## src/verilog/pli_map.vh

```
// constants for the port indicator block: modes, strap bits, 1 kHz divider
`ifndef PLI_MAP_VH
`define PLI_MAP_VH
`define PLI_MODE_USB 2'h0
`define PLI_MODE_OWN 2'h1
`define PLI_MODE_SPEED 2'h2
`define PLI_OWNER_NONE 2'h0
`define PLI_OWNER_A 2'h1
`define PLI_OWNER_B 2'h2
`define PLI_CLK_HZ 100000000
`define PLI_TOGGLE_HZ 1000
`define PLI_HALF_CYCLES (`PLI_CLK_HZ / (2 * `PLI_TOGGLE_HZ))
`define PLI_STRAP_DELAY 4'h3
`define PLI_SYNC_BIT0 0
`endif

```

## src/verilog/pli_toggle.v

```verilog
// shared 1 kHz square wave generator for the speed indication mode
`include "pli_map.vh"
module pli_toggle #(
   parameter HALF_CYCLES = `PLI_HALF_CYCLES
) (
   input wire clk_sys_in,
   input wire rst_n_in,
   input wire run_in,
   output reg wave_out
);
   reg [16:0] count;
   // equal halves; held low while stopped so restart is clean
   always @(posedge clk_sys_in) begin
      if (!rst_n_in || !run_in) begin
         count <= 17'h00000;
         wave_out <= 1'b0;
      end else if (count == HALF_CYCLES[16:0] - 17'h00001) begin
         count <= 17'h00000;
         wave_out <= ~wave_out;
      end else begin
         count <= count + 17'h00001;
      end
   end
endmodule

```

## src/verilog/pli_port_led_indicator.v

```verilog
// port indicator driver: eight pins, three modes, strap capture and polarity
// How it works
// - exactly one of three indicator modes; mode code 3 releases every pin instead
// - usb mode: first pin green, second amber
// - usb mode shows no host ownership
// - basic mode: owner A first, B second
// - disabled or unassigned port: both pins off
// - ownership shown during suspend or host loss
// - speed mode: low or full speed drives low
// - speed mode: high speed drives high
// - speed mode: owned, nothing attached, 1 kHz
// - speed mode: off means tri-stated pin
// - suspended connected port keeps speed level
// - hub suspend stops toggle, shows off
// - sample first pins after reset as straps
// - strap high active low, low active high
// - indicators disabled while reset asserted
`include "pli_map.vh"
module pli_port_led_indicator (
   input wire clk_sys_in,
   input wire rst_n_in,
   input wire [1:0] mode_in,
   input wire internal_default_in,
   input wire hub_suspend_in,
   input wire [3:0] port_enable_in,
   input wire [7:0] port_owner_in,
   input wire [3:0] port_attached_in,
   input wire [3:0] port_high_speed_in,
   input wire [3:0] usb_green_in,
   input wire [3:0] usb_amber_in,
   input wire [3:0] first_host_indicator_pins_in,
   output reg [3:0] first_host_indicator_pins_out,
   output reg [3:0] first_host_indicator_pins_oe_out,
   output reg [3:0] second_host_indicator_pins_out,
   output reg [3:0] second_host_indicator_pins_oe_out,
   output reg [3:0] strap_out,
   output reg strap_valid_out
);
   // three-stage sampler on the shared strap pins
   reg [3:0] sync1;
   reg [3:0] sync2;
   reg [3:0] sync3;
   reg [3:0] strap;
   reg [3:0] active_low;
   reg [3:0] strap_wait;
   reg strap_done;
   wire strap_agree;
   wire strap_due;
   // per-port results gathered from the generate slices
   wire wave;
   wire [3:0] next_a;
   wire [3:0] next_a_oe;
   wire [3:0] next_b;
   wire [3:0] next_b_oe;
   wire speed_mode;
   wire wave_run;
   genvar g;

   // pad readback is asynchronous to the hub clock, so it crosses in three stages
   always @(posedge clk_sys_in) begin
      if (!rst_n_in) begin
         sync1 <= 4'h0;
         sync2 <= 4'h0;
         sync3 <= 4'h0;
      end else begin
         sync1 <= first_host_indicator_pins_in;
         sync2 <= sync1;
         sync3 <= sync2;
      end
   end

   // stages two and three must agree before a strap level is believed
   assign strap_agree = (sync2 == sync3);
   assign strap_due = (strap_wait == `PLI_STRAP_DELAY);

   // pins are undriven until capture so the straps read cleanly
   always @(posedge clk_sys_in) begin
      if (!rst_n_in) begin
         strap_wait <= 4'h0;
         strap_done <= 1'b0;
         strap <= 4'h0;
         active_low <= 4'h0;
      end else if (!strap_done) begin
         if (strap_due) begin
            if (strap_agree) begin
               strap_done <= 1'b1;
               strap <= sync3;
               active_low <= sync3;
            end
         end else begin
            strap_wait <= strap_wait + 4'h1;
         end
      end
   end

   // speed mode is the only user of the shared wave
   assign speed_mode = (mode_in == `PLI_MODE_SPEED);
   // the wave is stopped and held low in hub suspend, so an idle owned port shows off
   assign wave_run = speed_mode && !hub_suspend_in;

   // one divider for all ports keeps every third colour in step
   pli_toggle u_toggle (
      .clk_sys_in(clk_sys_in),
      .rst_n_in(rst_n_in),
      .run_in(wave_run),
      .wave_out(wave)
   );

   // one slice per downstream port; bit g of every 4-bit vector, and owner bits 2g+1:2g, is port g+1
   generate
      for (g = 0; g < 4; g = g + 1) begin : gen_port
         wire [1:0] owner;
         wire owned_a;
         wire owned_b;
         wire claimed;
         wire shows_speed;
         wire shows_wave;
         reg lit_a;
         reg lit_b;
         reg pin_a;
         reg pin_b;
         reg oe_a;
         reg oe_b;

         // owner code 3 names no host and so counts as unassigned
         assign owner = port_owner_in[2*g +: 2];
         assign owned_a = (owner == `PLI_OWNER_A);
         assign owned_b = (owner == `PLI_OWNER_B);
         // a disabled port is never claimed, whatever its owner field holds
         assign claimed = port_enable_in[g] && (owned_a || owned_b);
         // attached ports show speed; idle owned ports pulse unless suspended
         assign shows_speed = claimed && port_attached_in[g];
         assign shows_wave = claimed && !port_attached_in[g] && !hub_suspend_in;

         // lit is the logical on state before the strap polarity is applied
         always @* begin
            lit_a = 1'b0;
            lit_b = 1'b0;
            pin_a = 1'b0;
            pin_b = 1'b0;
            oe_a = 1'b0;
            oe_b = 1'b0;
            case (mode_in)
               `PLI_MODE_USB: begin
                  // ownership is deliberately ignored here
                  lit_a = usb_green_in[g];
                  lit_b = usb_amber_in[g];
                  pin_a = lit_a ^ active_low[g];
                  pin_b = lit_b ^ active_low[g];
                  oe_a = 1'b1;
                  oe_b = 1'b1;
               end
               `PLI_MODE_OWN: begin
                  // suspend and host loss never reach this decode
                  lit_a = claimed && owned_a;
                  lit_b = claimed && owned_b;
                  pin_a = lit_a ^ active_low[g];
                  pin_b = lit_b ^ active_low[g];
                  oe_a = 1'b1;
                  oe_b = 1'b1;
               end
               `PLI_MODE_SPEED: begin
                  // levels pick colours here, so the strap polarity is not used
                  if (shows_speed) begin
                     // the port logic holds the enumerated speed through suspend
                     pin_a = owned_a && port_high_speed_in[g];
                     pin_b = owned_b && port_high_speed_in[g];
                     oe_a = owned_a;
                     oe_b = owned_b;
                  end else if (shows_wave) begin
                     // nothing attached: pulse the owner's pin for the third colour
                     pin_a = owned_a && wave;
                     pin_b = owned_b && wave;
                     oe_a = owned_a;
                     oe_b = owned_b;
                  end
                  // the non-owner pin and every off pin keep oe low and float
               end
               default: begin
                  // code 3 is no mode at all: every pin is released
                  oe_a = 1'b0;
                  oe_b = 1'b0;
               end
            endcase
         end

         // gather the slice into the shared next-state vectors
         assign next_a[g] = pin_a;
         assign next_a_oe[g] = oe_a;
         assign next_b[g] = pin_b;
         assign next_b_oe[g] = oe_b;
      end
   endgenerate

   // outputs registered; all undriven during reset and strap window
   always @(posedge clk_sys_in) begin
      if (!rst_n_in || !strap_done) begin
         first_host_indicator_pins_out <= 4'h0;
         first_host_indicator_pins_oe_out <= 4'h0;
         second_host_indicator_pins_out <= 4'h0;
         second_host_indicator_pins_oe_out <= 4'h0;
      end else begin
         first_host_indicator_pins_out <= next_a;
         first_host_indicator_pins_oe_out <= next_a_oe;
         second_host_indicator_pins_out <= next_b;
         second_host_indicator_pins_oe_out <= next_b_oe;
      end
   end

   // strap level always passed to config logic; strap_valid_out set only under internal defaults
   always @(posedge clk_sys_in) begin
      if (!rst_n_in) begin
         strap_out <= 4'h0;
         strap_valid_out <= 1'b0;
      end else begin
         strap_out <= strap;
         strap_valid_out <= strap_done && internal_default_in;
      end
   end
endmodule

```

## config.mk

```make
export PLATFORM = sky130hd
export DESIGN_NAME = pli_port_led_indicator
export DESIGN_NICKNAME = d
export VERILOG_FILES = /design/src/verilog/pli_toggle.v /design/src/verilog/pli_port_led_indicator.v
export VERILOG_INCLUDE_DIRS = /design/src /design/src/verilog
export SDC_FILE = /design/constraint.sdc
export NUM_CORES = 1
export LEC_CHECK = 0
export BUFFER_PORTS_ARGS = -buffer_cell sky130_fd_sc_hd__buf_2
export CAP_MARGIN = 20
export CORE_ASPECT_RATIO = 1.2
export CORE_UTILIZATION = 45
export DETAILED_ROUTE_END_ITERATION = 6
export GPL_ROUTABILITY_DRIVEN = 0
export PLACE_DENSITY_LB_ADDON = 0.08
export RECOVER_POWER = 50
export SYNTH_ARGS = -nofsm -noshare
export SYNTH_HDL_FRONTEND = slang
export SYNTH_SLANG_ARGS = --single-unit
```

## constraint.sdc

```tcl
create_clock -name clk_sys_in -period 1.3 [get_ports clk_sys_in]
set_input_delay 0.26 -clock clk_sys_in [delete_from_list [all_inputs] [get_ports clk_sys_in]]
set_output_delay 0.26 -clock clk_sys_in [all_outputs]
set_load 0.02 [all_outputs]
```

; Yosys cells after proc, flatten, opt, wreduce, memory -nomap -nowiden
; Cells that the tools add are included.
; W data, S select, Z words.
[word_totals]
ram_bits = 0
latchBits = 0
inputBits = 38
memories = 0
output_inout_bits = 21
regBits = 60
rom_bits = 0
elab_cells = 160
[op_classes]
n_eq_ne = 13
n_mul = 0
magnitude_cmp = 0
n_addsub = 2
bitwise = 19
n_reduce_logical = 61
shifts = 0
n_mux = 51
n_div = 0
[ops]
columns = cell, n
row1 = $logic_and A1 B1 Y1, 42
row2 = $mux W1, 35
row3 = $pmux W1 S3, 8
row4 = $add A17 B1 Y17 const B, 1
row5 = $eq A17 B16 Y1 const B, 1
row6 = $pmux W1 S2, 8
row7 = $xor A1 B1 Y1, 16
row8 = $eq A2 B1 Y1 const B, 5
row9 = $eq A2 B2 Y1 const B, 5
row10 = $logic_not A1 Y1, 8
row11 = $logic_or A1 B1 Y1, 6
row12 = $add A4 B1 Y4 const B, 1
row13 = $eq A4 B2 Y1 const B, 1
row14 = $eq A4 B4 Y1, 1
row15 = $reduce_or A2 Y1, 2
row16 = $not A1 Y1, 3
row17 = $reduce_and A3 Y1, 1
row18 = $logic_not A2 Y1, 1
row19 = $reduce_and A2 Y1, 1

; Longest topological paths before layout
[logic_depth]
word_depth = 8
ltp_mapped = 6
ltp_nobuf = 6

; Cells and area by module
; A second synthesis with hierarchy kept.
[unflattened]
hier_cells = 286
hier_area_um2 = 2640.0
[by_module_without_submodules]
columns = module, instances, cells_each, seq_area_each_um2, area_per_inst_um2
row1 = pli_port_led_indicator, 1, 196, 840.8, 1854.3
row2 = pli_toggle, 1, 90, 360.3, 785.8

; Least setup slack after synthesis
; Ideal clock, no wire load.
[synth_timing]
path_kind = reg-to-reg
startpoint = reg strap_wait[0]
endpoint = reg active_low[0]
required_ps = 1174
synth_period_minus_slack_ps = 1471
arrival_time_ps = 1345
path_slack_ps = -171
path_stages_with_launch = 7
n_path_buf = 1
setup_time_ps = 126
path_cell_list = dfxtp_1 > ha_1 > nor3b_2 > nand2_1 > or3_1 > clkbuf_1 > mux2i_1
[synth_via]
elab_chain_len = 2
[synth_rtl]
columns = element, line_no
row1 = from (decl), pli_port_led_indicator.v:45  ; reg [3:0] strap_wait;
row2 = from (signal assigned), pli_port_led_indicator.v:91  ; strap_wait <= strap_wait + 4'h1;
row3 = $eq A4 B2 Y1 (no line), n/a
row4 = $reduce_and A3 Y1 (no line), n/a
row5 = to (signal assigned), pli_port_led_indicator.v:88  ; active_low <= sync3;
row6 = to (decl), pli_port_led_indicator.v:44  ; reg [3:0] active_low;
; No other way between the ends.
; A chain may end at the register's enable or synchronous reset.

; Final worst setup path
[layout_timing]
startpoint = reg strap_wait[1]
endpoint = reg active_low[2]
; Same word-level chain as after synthesis.

==> impl_metrics.ini <==
[placement]
port_buffers = 58
dp.cells = 459
place_hpwl_mm = 4.282
placed_cell_area_um2 = 3445

[logic_synthesis]
synth_edf_count = 0
synthCells = 287
avgSynthCellArea_um2 = 9.216
ys_types = 35
synth_top_flop_cell = dfxtp_1
yosysTopAreaCellShare = 0.4541
synth.largest_area_cell = dfxtp_1
synthesis.area_um2 = 2645
yosys_register_bits = 60
ys_seq_area_frac = 0.4541
async_reset_ff_frac = 0
yosys-top-cells-area = dfxtp_1, xnor2_1, ha_1
synth_nets = 335
yosys_warnings = 0

[floorplanning]
die_y_um = 85.99
io_pins = 59
coreArea_um2 = 5668
dieArea_um2 = 6190
rows = 30
initial_core_util = 0.4667
die_w_um = 71.99

[setup_path]
worstPathArrival_ps = 1600
r2r-start = strap_wait[1]$_SDFFE_PN0P_
critPathMaxFanout = 4
r2r_slack_ps = -70
worstSetupEndpointType = flip-flop
critPathKind = flip-flop to flip-flop
worst_path_max_delay_cell = or3_4
reg2regPathDepth = 5
r2r_end = active_low[2]$_SDFFE_PN0P_
cpLargestDelayFamily = simple AND/OR/NAND/NOR gates
crit_chain = ha_4 -> nor3b_4 -> nand2_2 -> or3_4 -> mux2i_1
cpPeakStageDelay_ps = 370
path_buf_inv = 0
critical_path_required_ps = 1530
startpoint_type = flip-flop

[cells_and_area]
fin_nets = 442
final_layout_size_suffix_gt1_frac = 0.3759
n_antenna_cell = 0
fin_area_um2 = 3809
largest_reg_flops = 17
final_cells = 479
syn_to_final_growth_pct = 43.99
top_register = u_toggle.count

[outcome]
violations = negative setup slack
status = complete, but fails checks

[route]
ant_nets = 0
drt-initial-drc-count = 103
wl_mm = 5.944
via_per_inst = 4.866
drc = 0
wl_per_cell_um = 12.41
num_vias = 2331
wl_met3_um = 261
topRoutingLayerUsed = met4
met1_length_mm = 2.627
wl_met2_mm = 2.946
first_pass_iters = 6

[sta]
post-route-min-period_ps = 1373
setup_ws_ps = -72.59
rsz0062_at_grt = true
setup_tns_ps = -905.0
worst_pin_slew_ps = 380.1
final-max-slew-violation-count = 0
period_share = 1.056
clock_skew_ps = 5.529
hold_viol_final = 0
relSlewSlack = 0.7463
setup_violations = 22
max_freq_ghz = 0.7285

[global_routing]
gr-total-overflow = 0
grt_pass1_wl_mm = 9.936
globalRouteTotalUtil = 0.2075
antenna_found_initial = 0
first_global_vias = 2264
grt_start_max_net_pins = 27

[min_path]
hold_depth = 2
hold_start = first_host_indicator_pins_in[1]
holdPathEnd = sync1[1]$_SDFF_PN0_
min_path_type = input port to flip-flop

[power]
p_leak_nw = 1.602
power.density_nw_per_um2 = 1141
finalPower_mw = 4.345
ir_drop_mv = 1.014

[cts]
htreeDepth = 3
cts_tree = built
cts-buffers-inserted = 9
clkSinkCount = 60
clk_latency_ps = 340
cts_buffer_depth = 2
clk_pin_slew_ps = 70
clockRootBuffer = clkbuf_8

[flow_run]
max-cap-violations = 0
cells by family (layout without fill, tap and decap cells):
| kind of cell | count (synthesis) | count (layout) | synth area share |
|---|---|---|---|
| flops | 60 | 60 | 0.4541 |
| simple gates | 121 | 121 | 0.2474 |
| fa+ha+maj | 10 | 10 | 0.04730 |
| compound gates | 32 | 32 | 0.08184 |
| xor+xnor | 29 | 29 | 0.09603 |
| mux | 8 | 8 | 0.03028 |
| buf+inv | 27 | 139 | 0.04305 |
worst max path at each step:
stage | depth (start not counted) | start | to
3_5_place_dp | 7 | port_owner_in[2] | first_host_indicator_pins_out[1]$_SDFF_PP0_
3_3_place_gp | 5 | strap_wait[1]$_SDFFE_PN0P_ | active_low[2]$_SDFFE_PN0P_
5_1_grt | 5 | strap_wait[0]$_SDFFE_PN0P_ | active_low[1]$_SDFFE_PN0P_
2_1_floorplan | 6 | strap_wait[0]$_SDFFE_PN0P_ | active_low[0]$_SDFFE_PN0P_
6_report | 5 | strap_wait[1]$_SDFFE_PN0P_ | active_low[2]$_SDFFE_PN0P_
4_1_cts | 5 | strap_wait[1]$_SDFFE_PN0P_ | active_low[2]$_SDFFE_PN0P_
per-stage QoR:
step | setup slack [ps] | hold WS [ps] | util
after floorplan | -104.7 | 387.3 | -
after global placement | -117.7 | 416.5 | 0.6077
after detailed placement | -170.2 | 416.9 | 0.6077
after CTS | -63.92 | 108.6 | 0.6700
after global routing | -158.8 | 124.1 | 0.6720
final | -72.59 | 118.1 | 0.6720
cells in the final DEF, fill, tap and decap left out, drive strengths merged, types with 2 or more instances in the layout:
cell type	count
inv	18
a21oi	8
mux2i	8
nor4	7
nor2b	17
xnor2	26
xor2	3
nand4b	2
nand2b	5
and2	15
nand2	22
clkinvlp	3
bufinv	2
dfxtp	60
a22o	8
nor3	12
ha	10
a21boi	2
a31oi	8
nand3	7
clkbuf	19
buf	96
nor2	22
o21ai	3
and3	2
nand4	5
per-layer routing:
metal | track usage | up-vias
li1 | - | 1186
met1 | 0.2436 | 1073
met2 | 0.3568 | 59
met3 | 0.03643 | 13
met4 | 0.1123 | 0
met5 | 0 | -
Yosys cell counts, types with 3 or more instances:
master    instances
xor2_1            3
nand4_1           4
a21oi_1           8
nor4_1            7
ha_1             10
a22o_1            8
nor2_1           22
inv_1            17
a31oi_1           8
xnor2_1          26
and2_1           15
buf_2             4
nand2b_1          5
clkbuf_1          5
nor3_1           12
nand3_1           7
nand2_1          22
dfxtp_1          60
mux2i_1           8
nor2b_1          17
layout make-up:
class	count	area (um2)
Tap cell	80	100.1
Multi-Input combinational cell	200	1525
Fill cell	467	1859
Clock inverter	7	100.1
Clock buffer	9	123.9
Timing Repair Buffer	106	676.9
Inverter	17	63.81
Sequential cell	60	1219
power by group:
part           leakage (nW)  switching [mW]  internal (mW)
clock                 0.102           0.779           1.09
combinational          1.01           0.237          0.301
sequential            0.491          0.0424           1.90
what timing repair did:
| action | CTS | global route |
|---|---|---|
| pin swaps | 4 | 3 |
| buffers inserted | 5 | 0 |
| resized for setup | 19 | 9 |
| setup endpoints to repair | 29 | 31 |
| hold buffers | 0 | 0 |
| cloned | 0 | 0 |
Power figures use the tool's default switching activity.
